**config.mk**
```make
export PLATFORM = sky130hd
export DESIGN_NAME = lucs_clock_synth
export DESIGN_NICKNAME = d
export VERILOG_FILES = /design/src/design/lucs_clock_synth.v
export VERILOG_INCLUDE_DIRS = /design/src /design/src/design
export SDC_FILE = /design/constraint.sdc
export NUM_CORES = 1
export LEC_CHECK = 0
export ABC_AREA = 1
export ABC_CLOCK_PERIOD_IN_PS = 6600
export BUFFER_PORTS_ARGS = -buffer_cell sky130_fd_sc_hd__clkbuf_2
export CORE_AREA = 2 2 185 114
export DETAILED_ROUTE_END_ITERATION = 8
export DIE_AREA = 0 0 187 116
export GPL_TIMING_DRIVEN = 0
export PLACE_DENSITY_LB_ADDON = 0.05
export SLEW_MARGIN = 25
export SYNTH_ARGS = -nofsm -noshare
export SYNTH_HDL_FRONTEND = slang
export SYNTH_SLANG_ARGS = --single-unit
```
**constraint.sdc**
```tcl
create_clock -name mclk -period 6.6 [get_ports mclk]
set_clock_uncertainty 0.15 [all_clocks]
set_input_delay 1.32 -clock mclk [delete_from_list [all_inputs] [get_ports mclk]]
set_output_delay 1.32 -clock mclk [all_outputs]
set_load 0.01 [all_outputs]
```
**src/design/lucs_map.vh**
```
// constants for the line unit clock synthesizer control
`ifndef LUCS_MAP_VH
`define LUCS_MAP_VH

// system clock rate
`define LUCS_CLK_HZ          100000000

// reference selector codes
`define LUCS_SEL_2048K       4'h0
`define LUCS_SEL_1544K       4'h1
`define LUCS_SEL_8K          4'h2
`define LUCS_SEL_16K         4'h3
`define LUCS_SEL_56K         4'h4
`define LUCS_SEL_64K         4'h5
`define LUCS_SEL_128K        4'h6
`define LUCS_SEL_256K        4'h7
`define LUCS_SEL_4096K       4'h8
`define LUCS_SEL_3088K       4'h9
`define LUCS_SEL_8192K       4'hA
`define LUCS_SEL_6176K       4'hB
`define LUCS_SEL_16384K      4'hC
`define LUCS_SEL_12352K      4'hD
`define LUCS_SEL_2048K_ALT   4'hE
`define LUCS_SEL_1544K_ALT   4'hF

// reference frequencies in hertz
`define LUCS_HZ_2048K        2048000
`define LUCS_HZ_1544K        1544000
`define LUCS_HZ_8K           8000
`define LUCS_HZ_16K          16000
`define LUCS_HZ_56K          56000
`define LUCS_HZ_64K          64000
`define LUCS_HZ_128K         128000
`define LUCS_HZ_256K         256000
`define LUCS_HZ_4096K        4096000
`define LUCS_HZ_3088K        3088000
`define LUCS_HZ_8192K        8192000
`define LUCS_HZ_6176K        6176000
`define LUCS_HZ_16384K       16384000
`define LUCS_HZ_12352K       12352000

// reference period counter
`define LUCS_PER_W           14
`define LUCS_PER_8K_DEF      14'h30D4
`define LUCS_PER_16K_DEF     14'h186A
`define LUCS_LOCK_HITS       2'h3

// phase accumulator steps, f / clk * 2^24, rounded down
`define LUCS_ACC_W           24
`define LUCS_INC_T1          24'h03F3E0
`define LUCS_INC_E1          24'h053E2D
`define LUCS_INC_8K          24'h00053E

// fourteen channels
`define LUCS_CHANNELS        14

`endif

```
**src/design/lucs_clock_synth.v**
```verilog
// clock synthesizer control for a fourteen channel t1/e1 line unit
`timescale 1ns/1ns
`include "lucs_map.vh"

module lucs_clock_synth #(
    parameter [13:0] PER_8K_CYCLES  = `LUCS_PER_8K_DEF,
    parameter [13:0] PER_16K_CYCLES = `LUCS_PER_16K_DEF
) (
    input  wire        mclk,
    input  wire        rst,
    input  wire        ref_clk_in,
    input  wire [3:0]  input_reference_select,
    input  wire        single_rate_gating_disable,
    input  wire        device_rate_e1,
    input  wire [13:0] chan_eq_e1,
    input  wire [1:0]  nx_select,
    output reg  [13:0] chan_line_clk,
    output reg         clk_t1_ref,
    output reg         clk_e1_ref,
    output reg         clk_8k_ref,
    output reg         clk_nxt1_ref,
    output reg         clk_nxe1_ref,
    output reg         ref_lock,
    output reg         gating_active
);

    // reference periods in system clock cycles, held 32 bits wide so
    // that the cut to the 14-bit period counter is an explicit select
    localparam [31:0] CYC_2048K  = `LUCS_CLK_HZ / `LUCS_HZ_2048K;
    localparam [31:0] CYC_1544K  = `LUCS_CLK_HZ / `LUCS_HZ_1544K;
    localparam [31:0] CYC_56K    = `LUCS_CLK_HZ / `LUCS_HZ_56K;
    localparam [31:0] CYC_64K    = `LUCS_CLK_HZ / `LUCS_HZ_64K;
    localparam [31:0] CYC_128K   = `LUCS_CLK_HZ / `LUCS_HZ_128K;
    localparam [31:0] CYC_256K   = `LUCS_CLK_HZ / `LUCS_HZ_256K;
    // the fastest multiplied reference is only six cycles long, so its
    // window is only the one guard cycle either side, its eighth being zero
    localparam [31:0] CYC_4096K  = `LUCS_CLK_HZ / `LUCS_HZ_4096K;
    localparam [31:0] CYC_3088K  = `LUCS_CLK_HZ / `LUCS_HZ_3088K;
    localparam [31:0] CYC_8192K  = `LUCS_CLK_HZ / `LUCS_HZ_8192K;
    localparam [31:0] CYC_6176K  = `LUCS_CLK_HZ / `LUCS_HZ_6176K;
    localparam [31:0] CYC_16384K = `LUCS_CLK_HZ / `LUCS_HZ_16384K;
    localparam [31:0] CYC_12352K = `LUCS_CLK_HZ / `LUCS_HZ_12352K;

    // expected system clock cycles per reference period
    function [13:0] ref_cycles;
        input [3:0] sel;
        begin
            case (sel)
                `LUCS_SEL_2048K,
                `LUCS_SEL_2048K_ALT:
                    ref_cycles = CYC_2048K[13:0];
                `LUCS_SEL_1544K,
                `LUCS_SEL_1544K_ALT:
                    ref_cycles = CYC_1544K[13:0];
                `LUCS_SEL_8K:     ref_cycles = PER_8K_CYCLES;
                `LUCS_SEL_16K:    ref_cycles = PER_16K_CYCLES;
                `LUCS_SEL_56K:    ref_cycles = CYC_56K[13:0];
                `LUCS_SEL_64K:    ref_cycles = CYC_64K[13:0];
                `LUCS_SEL_128K:   ref_cycles = CYC_128K[13:0];
                `LUCS_SEL_256K:   ref_cycles = CYC_256K[13:0];
                `LUCS_SEL_4096K:  ref_cycles = CYC_4096K[13:0];
                `LUCS_SEL_3088K:  ref_cycles = CYC_3088K[13:0];
                `LUCS_SEL_8192K:  ref_cycles = CYC_8192K[13:0];
                `LUCS_SEL_6176K:  ref_cycles = CYC_6176K[13:0];
                `LUCS_SEL_16384K: ref_cycles = CYC_16384K[13:0];
                `LUCS_SEL_12352K: ref_cycles = CYC_12352K[13:0];
                // all sixteen codes are decoded above; never taken
                default:          ref_cycles = PER_8K_CYCLES;
            endcase
        end
    endfunction

    // one accumulator step, held at zero while stopped
    function [23:0] acc_step;
        input [23:0] acc;
        input [23:0] inc;
        input        run;
        begin
            if (run) begin
                acc_step = acc + inc;
            end else begin
                acc_step = 24'h000000;
            end
        end
    endfunction

    reg  [23:0] acc_t1;
    reg  [23:0] acc_e1;
    reg  [23:0] acc_8k;
    reg  [23:0] acc_nxt1;
    reg  [23:0] acc_nxe1;
    reg         ref_prev;
    reg  [13:0] per_cnt;
    reg  [1:0]  hit_cnt;
    reg  [3:0]  sel_prev;

    wire        t1_run;
    wire        e1_run;
    wire        k8_run;
    wire [13:0] per_exp;
    wire [13:0] per_lo;
    wire [13:0] per_hi;
    wire        ref_rise;
    wire        per_ok;
    wire [23:0] inc_nxt1;
    wire [23:0] inc_nxe1;

    // gating is on whenever the disable bit is low
    assign t1_run = single_rate_gating_disable | ~device_rate_e1;
    assign e1_run = single_rate_gating_disable | device_rate_e1;
    // 8 kHz survives only in e1 mode or with gating off
    assign k8_run = single_rate_gating_disable | device_rate_e1;

    // multiplied references; 8x e1 is 16.384 MHz, so edges jitter by 10 ns
    assign inc_nxt1 = `LUCS_INC_T1 << nx_select;
    assign inc_nxe1 = `LUCS_INC_E1 << nx_select;

    // reference period window, one eighth plus one cycle either side
    assign per_exp  = ref_cycles(input_reference_select);
    assign per_lo   = per_exp - (per_exp >> 3) - 14'h0001;
    assign per_hi   = per_exp + (per_exp >> 3) + 14'h0001;
    // ref_prev resets low, the idle level, so a reference already high at reset release reads as an edge
    assign ref_rise = ref_clk_in & ~ref_prev;
    assign per_ok   = (per_cnt >= per_lo) && (per_cnt <= per_hi);

    // reference watch: lock after four good periods in a row
    always @(posedge mclk) begin
        if (rst) begin
            ref_prev <= 1'b0;
            per_cnt  <= 14'h0000;
            hit_cnt  <= 2'h0;
            sel_prev <= 4'h0;
            ref_lock <= 1'b0;
        end else begin
            ref_prev <= ref_clk_in;
            sel_prev <= input_reference_select;
            if (sel_prev != input_reference_select) begin
                // a new selector invalidates what was measured
                per_cnt  <= 14'h0000;
                hit_cnt  <= 2'h0;
                ref_lock <= 1'b0;
            end else if (ref_rise) begin
                // an edge restarts the count; the first after a clear is judged on the cycles since the clear
                per_cnt <= 14'h0001;
                if (!per_ok) begin
                    hit_cnt  <= 2'h0;
                    ref_lock <= 1'b0;
                end else if (hit_cnt == `LUCS_LOCK_HITS) begin
                    // lock then stands until a bad period, a loss or a new code
                    ref_lock <= 1'b1;
                end else begin
                    hit_cnt <= hit_cnt + 2'h1;
                end
            end else if (per_cnt > per_hi) begin
                // reference lost: drop lock without waiting for an edge
                hit_cnt  <= 2'h0;
                ref_lock <= 1'b0;
            end else begin
                per_cnt <= per_cnt + 14'h0001;
            end
        end
    end

    // synthesizers run only while the reference is locked
    // a gated reference comes back from phase zero, not where it stopped
    always @(posedge mclk) begin
        if (rst) begin
            acc_t1   <= 24'h000000;
            acc_e1   <= 24'h000000;
            acc_8k   <= 24'h000000;
            acc_nxt1 <= 24'h000000;
            acc_nxe1 <= 24'h000000;
        end else begin
            acc_t1   <= acc_step(acc_t1, `LUCS_INC_T1,
                                 t1_run & ref_lock);
            acc_e1   <= acc_step(acc_e1, `LUCS_INC_E1,
                                 e1_run & ref_lock);
            acc_8k   <= acc_step(acc_8k, `LUCS_INC_8K,
                                 k8_run & ref_lock);
            acc_nxt1 <= acc_step(acc_nxt1, inc_nxt1,
                                 t1_run & ref_lock);
            acc_nxe1 <= acc_step(acc_nxe1, inc_nxe1,
                                 e1_run & ref_lock);
        end
    end

    // registered clock outputs and per channel selection
    // outputs trail the accumulator msb by one flop
    always @(posedge mclk) begin
        if (rst) begin
            clk_t1_ref    <= 1'b0;
            clk_e1_ref    <= 1'b0;
            clk_8k_ref    <= 1'b0;
            clk_nxt1_ref  <= 1'b0;
            clk_nxe1_ref  <= 1'b0;
            chan_line_clk <= 14'h0000;
            gating_active <= 1'b1;
        end else begin
            clk_t1_ref    <= acc_t1[23];
            clk_e1_ref    <= acc_e1[23];
            clk_8k_ref    <= acc_8k[23];
            clk_nxt1_ref  <= acc_nxt1[23];
            clk_nxe1_ref  <= acc_nxe1[23];
            // each channel picks independently from its own setting
            chan_line_clk <= (chan_eq_e1 & {14{acc_e1[23]}})
                           | (~chan_eq_e1 & {14{acc_t1[23]}});
            gating_active <= ~single_rate_gating_disable;
        end
    end

endmodule // lucs_clock_synth

```
# Word level (Yosys, flattened, before mapping)
# Memories as Yosys holds them, arrays and structs flattened.
# Cells that the tools add are included.
[word_totals]
output_inout_bits = 21
memories = 1
rom_bits = 224
word_cells = 72
inputBits = 25
ff_bits = 162
[mem_list]
columns = ["memory", "words", "width", "read_ports", "rd_ports_with_merged_regs", "wr", "line_no", "source"]
rows = [
  ["(no name shown)", 16, 14, 1, 0, 0, "lucs_clock_synth.v:48", "case (sel)"],
]
[op_classes]
n_bitwise = 14
n_addsub = 11
n_eq_ne = 5
n_reduce_logical = 8
muxes = 10
shift = 2
n_lt_le_gt_ge = 3
[ops]
columns = ["operator", "count"]
rows = [
  ["$add A24 B24 Y24", 2],
  ["$add A14 B1 Y14 const B", 2],
  ["$and A14 B14 Y14", 2],
  ["$add A24 B11 Y24 const B", 1],
  ["$add A24 B18 Y24 const B", 1],
  ["$add A24 B19 Y24 const B", 1],
  ["$shl A18 B2 Y24 const A", 1],
  ["$shl A19 B2 Y24 const A", 1],
  ["$add A14 B11 Y14", 1],
  ["$ge A14 B14 Y1", 1],
  ["$gt A14 B14 Y1", 1],
  ["$le A14 B14 Y1", 1],
  ["$not A14 Y14", 1],
  ["$or A14 B14 Y14", 1],
  ["$sub A14 B1 Y14 const B", 1],
  ["$sub A14 B11 Y14", 1],
  ["$mux W2", 4],
  ["$mux W1", 6],
  ["$reduce_or A2 Y1", 3],
  ["$not A1 Y1", 5],
  ["$ne A4 B4 Y1", 1],
  ["$reduce_and A2 Y1", 2],
  ["$and A1 B1 Y1", 3],
  ["$ne A3 B2 Y1 const B", 1],
  ["other kinds (8)", 9],
]

# Depth between registers and ports, before layout
# An unclocked memory read counts as a cell.
[depth]
word_depth = 7
depth_mapped = 30
depth_no_buf = 29

# Least setup slack after synthesis
# Ideal clock, no wire load.
[synth_path]
path_kind = "input -> register"
start = "input port input_reference_select[2]"
end = "register hit_cnt[0]"
required_ns = 6.337
stages = 29
arrival_time_ns = 4.586
slack_ns = 1.752
path_buffers = 2
cell_sequence = "buf_6 inv_1 nor2_1 inv_1 nor2_1 inv_1 and3_1 ha_1 inv_1 fa_1 a21oi_1 o21ai_1 a21oi_1 o21ai_1 a21oi_1 xor2_1 ha_1 nand2_1 nor2_4 inv_2 nor2_4 nand2_1 nand2_1 nand2_4 buf_8 nand2_1 nand2_1 nor2_1 nor2_1"
[synth_via]
elab_chain_len = 7
elab_cells_between_ends = 16
[synth_lines]
columns = ["item", "line_no", "source"]
rows = [
  ["start: declaration", "lucs_clock_synth.v:12", "input wire [3:0] input_reference_select,"],
  ["$mem_v2 Z16 W14", "-", ""],
  ["$sub A14 B11 Y14 / $add A14 B11 Y14 (equally long branches)", "lucs_clock_synth.v:120, lucs_clock_synth.v:121", ""],
  ["$sub A14 B1 Y14 / $add A14 B1 Y14 (equally long branches)", "lucs_clock_synth.v:120, lucs_clock_synth.v:121", ""],
  ["$ge A14 B14 Y1 / $le A14 B14 Y1 (equally long branches)", "lucs_clock_synth.v:124", "assign per_ok = (per_cnt >= per_lo) && (per_cnt <= per_hi);"],
  ["$logic_and A1 B1 Y1", "lucs_clock_synth.v:124", ""],
  ["$ne A3 B3 Y1 (no source line) / $mux W2 (equally long branches)", "-", ""],
  ["$reduce_and A2 Y1 (no source line) / $mux W2 (equally long branches)", "-", ""],
  ["end signal: assignment", "lucs_clock_synth.v:152", "hit_cnt <= hit_cnt + 2'h1;"],
  ["end: declaration", "lucs_clock_synth.v:94", "reg [1:0] hit_cnt;"],
]
# Parallel ways exist; a longest one is shown, timed or not.
# A chain may end at the register's enable or synchronous reset.

# Worst setup path after layout
[layout_path]
start = "input port input_reference_select[0]"
end = "register per_cnt[4]"
[layout_via]
elab_chain_len = 4
elab_cells_between_ends = 6
[layout_lines]
columns = ["item", "line_no", "source"]
rows = [
  ["$mem_v2 Z16 W14", "-", ""],
  ["$add A14 B11 Y14", "lucs_clock_synth.v:121", "assign per_hi = per_exp + (per_exp >> 3) + 14'h0001;"],
  ["$add A14 B1 Y14", "lucs_clock_synth.v:121", ""],
  ["$gt A14 B14 Y1", "lucs_clock_synth.v:154", "end else if (per_cnt > per_hi) begin"],
  ["end signal: assignment", "lucs_clock_synth.v:159", "per_cnt <= per_cnt + 14'h0001;"],
  ["end: declaration", "lucs_clock_synth.v:93", "reg [13:0] per_cnt;"],
]
# Parallel ways exist; a longest one is shown, timed or not.

==> impl_metrics.yaml <==
floorplanning:
  die_w_um: 187
  die-height_um: 116
  start_util: 0.496
  dieArea_mm2: 0.0217
  core_mm2: 0.0199
  io_pins: 46
  row_count: 40
final_layout:
  drive_gt1_frac: 0.0861
  final_cell_area_mm2: 0.0110
  stdcell_count: 1795
  n_antenna_cell: 0
  area_growth_pct: 11.6
  final_common_cell: "nand2_1"
  finish.net_count: 1634
  most-common-layout-cells: "284 x nand2_1, 195 x inv_1, 180 x nor2_1, 167 x a21oi_1, 151 x dfxtp_1"
setup_path:
  crit_path_max_incr_delay_ps: 410
  arrival_ps: 5530
  start_kind: "input port"
  slowest_stage: "nor2_1"
  crit_type: "in -> reg"
  required_ps: 6780
  cp_max_fo: 10
  worstSetupEndpointType: "register"
synth:
  ys_warn_count: 0
  synth_edf_count: 0
  netlist_area_mm2: 0.00985
  avgSynthCellArea_um2: 6.81
  synth_nets: 1571
  synthCells: 1446
  ys_seq_elements: 151
  async_flop_share: 0
  ys_types: 50
  seq_area_frac_synth: 0.307
  ys.flop_type: "dfxtp_1"
routing:
  routed_wl_um: 25100
  firstDrtPassIters: 5
  drt_iter0_drc: 738
  vias: 9318
  vias_per_cell: 5.19
  postRouteAntennaNets: 0
  drc: 0
  wl_per_cell_um: 14.0
clock_network:
  postCtsResizedCells: 0
  cts_made_buffers: 17
  clock_latency_ps: 450
  root_buffer: "clkbuf_16"
  clk_pin_slew_ps: 70
  cts_max_level: 4
  cts_hold_buffers: 0
  cts_buffer_depth: 2
  cts_sinks: 151
  cts_tree: "built"
  cts_setup_buffers: 0
timing:
  period_needed_ps: 5350
  fin_setup_tns_ps: 0
  tightest_slew_ps: 907
  clock.fmax_mhz: 187
  setup_slack_ps: 1250
  slew_headroom: 0.396
  setup_violations: 0
  grt_setup_unrepaired: "no"
  fin_hold_ws_ps: 296
  min_period_over_period: 0.810
  hold_viol: 0
  slew_viol_final: 0
global_route:
  grt_pass1_vias: 8201
  antenna_found_initial: 0
  track_usage: 0.241
  overflow: 0
  grt_max_degree: 17
  grt_pass1_wl_um: 41400
placed_design:
  numPortBuffers: 44
  dp_hpwl_um: 20000
  placed_area_mm2: 0.0104
  place_inst: 1763
  place_ws_ps: 841
  gp_congestion: 0.952
run:
  maxCapViolations: 0
power_and_ir_drop:
  peakVddDrop_mv: 0.189
  power_density_mw_per_mm2: 200
  leakagePower_nw: 5.25
status:
  status: "complete, no violations"
hold_path:
  hp-class: "reg -> reg"
-- registers in the layout, indices dropped and copies added (netlist names) --
register,count
clk_t1_ref,1
ref_prev,1
clk_e1_ref,1
acc_8k,23
chan_line_clk,14
ref_lock,1
acc_nxt1,19
clk_nxe1_ref,1
acc_e1,24
per_cnt,14
clk_8k_ref,1
acc_t1,19
clk_nxt1_ref,1
gating_active,1
acc_nxe1,24
hit_cnt,2
sel_prev,4
-- logic make-up after synthesis --
| group | synth area share |
|---|---|
| buffers and inverters | 0.0911 |
| XOR/XNOR | 0.0240 |
| AND/OR/NAND/NOR | 0.275 |
| flip-flops | 0.307 |
| adder cells (fa/ha/maj) | 0.130 |
| AO/OA/AOI/OAI | 0.173 |
-- power breakdown --
group / switching (mW) / internal [mW] / total, mW
Clock: 0.451 / 0.535 / 0.986
Sequential: 0.00189 / 0.916 / 0.918
Combinational: 0.196 / 0.102 / 0.298
Total: 0.650 / 1.55 / 2.20
-- Yosys cell counts, types with 7 or more instances --
cell      instances  area [um2]
a21oi_1         167         836
nor2_1          180         676
inv_1           195         732
ha_1             96        1200
inv_2             7        26.3
xor2_1           25         219
dfxtp_1         151        3020
nor3_1           35         175
nand3_1          75         375
clkbuf_1          9        33.8
nand2_1         284        1070
nand4_1          19         119
buf_2             7        35.0
o21ai_0          85         425
o21ai_1          13        65.1
o21a_1           10        75.1
nor2_2            8        50.1
-- routing by layer --
metal / vias to the layer above / GRT usage / wire [um]
met3: 15 / 0.0557 / 1690
met1: 4189 / 0.388 / 14300
li1: 4892 / - / -
met5: - / 0 / 0
met4: 0 / 0.0566 / 190
met2: 222 / 0.310 / 8850
-- path summary, 6_finish.rpt --
path / slack, ps / start / cells after the start / endpoint
worst max-delay path: 1250 / input_reference_select[0] / 29 / per_cnt[4]
worst min-delay path: 300 / acc_t1[5] / 1 / acc_t1[5]
worst max register to register: 3900 / acc_nxe1[0] / 12 / acc_nxe1[14]
worst min register to register: 300 / acc_t1[5] / 1 / acc_t1[5]
-- area by class of cell --
type | count | area (um2)
fill | 1989 | 8870
sequential | 151 | 3020
buffer | 23 | 133
timing repair buffer | 44 | 220
clock inverter | 15 | 160
tap | 273 | 342
multi-input combinational | 1069 | 5930
clock buffer | 17 | 425
inverter | 203 | 764
-- metrics by stage --
stage | utilization | power, mW
floorplan | - | 1.15
global placement | 0.524 | 1.23
detailed placement | 0.524 | 1.23
CTS | 0.554 | 2.22
global route | 0.554 | 2.30
finish | 0.554 | 2.20
-- worst max-delay path: cells and delay by family --
kind                       cells  cell delay [ps]
buffers and inverters          8              980
xor gates and xnor gates       1              180
and+or+nand+nor               11             1340
AOI/OAI and AO/OA              6              900
adders and majority gates      3              790
(Power assumes the default switching activity.)
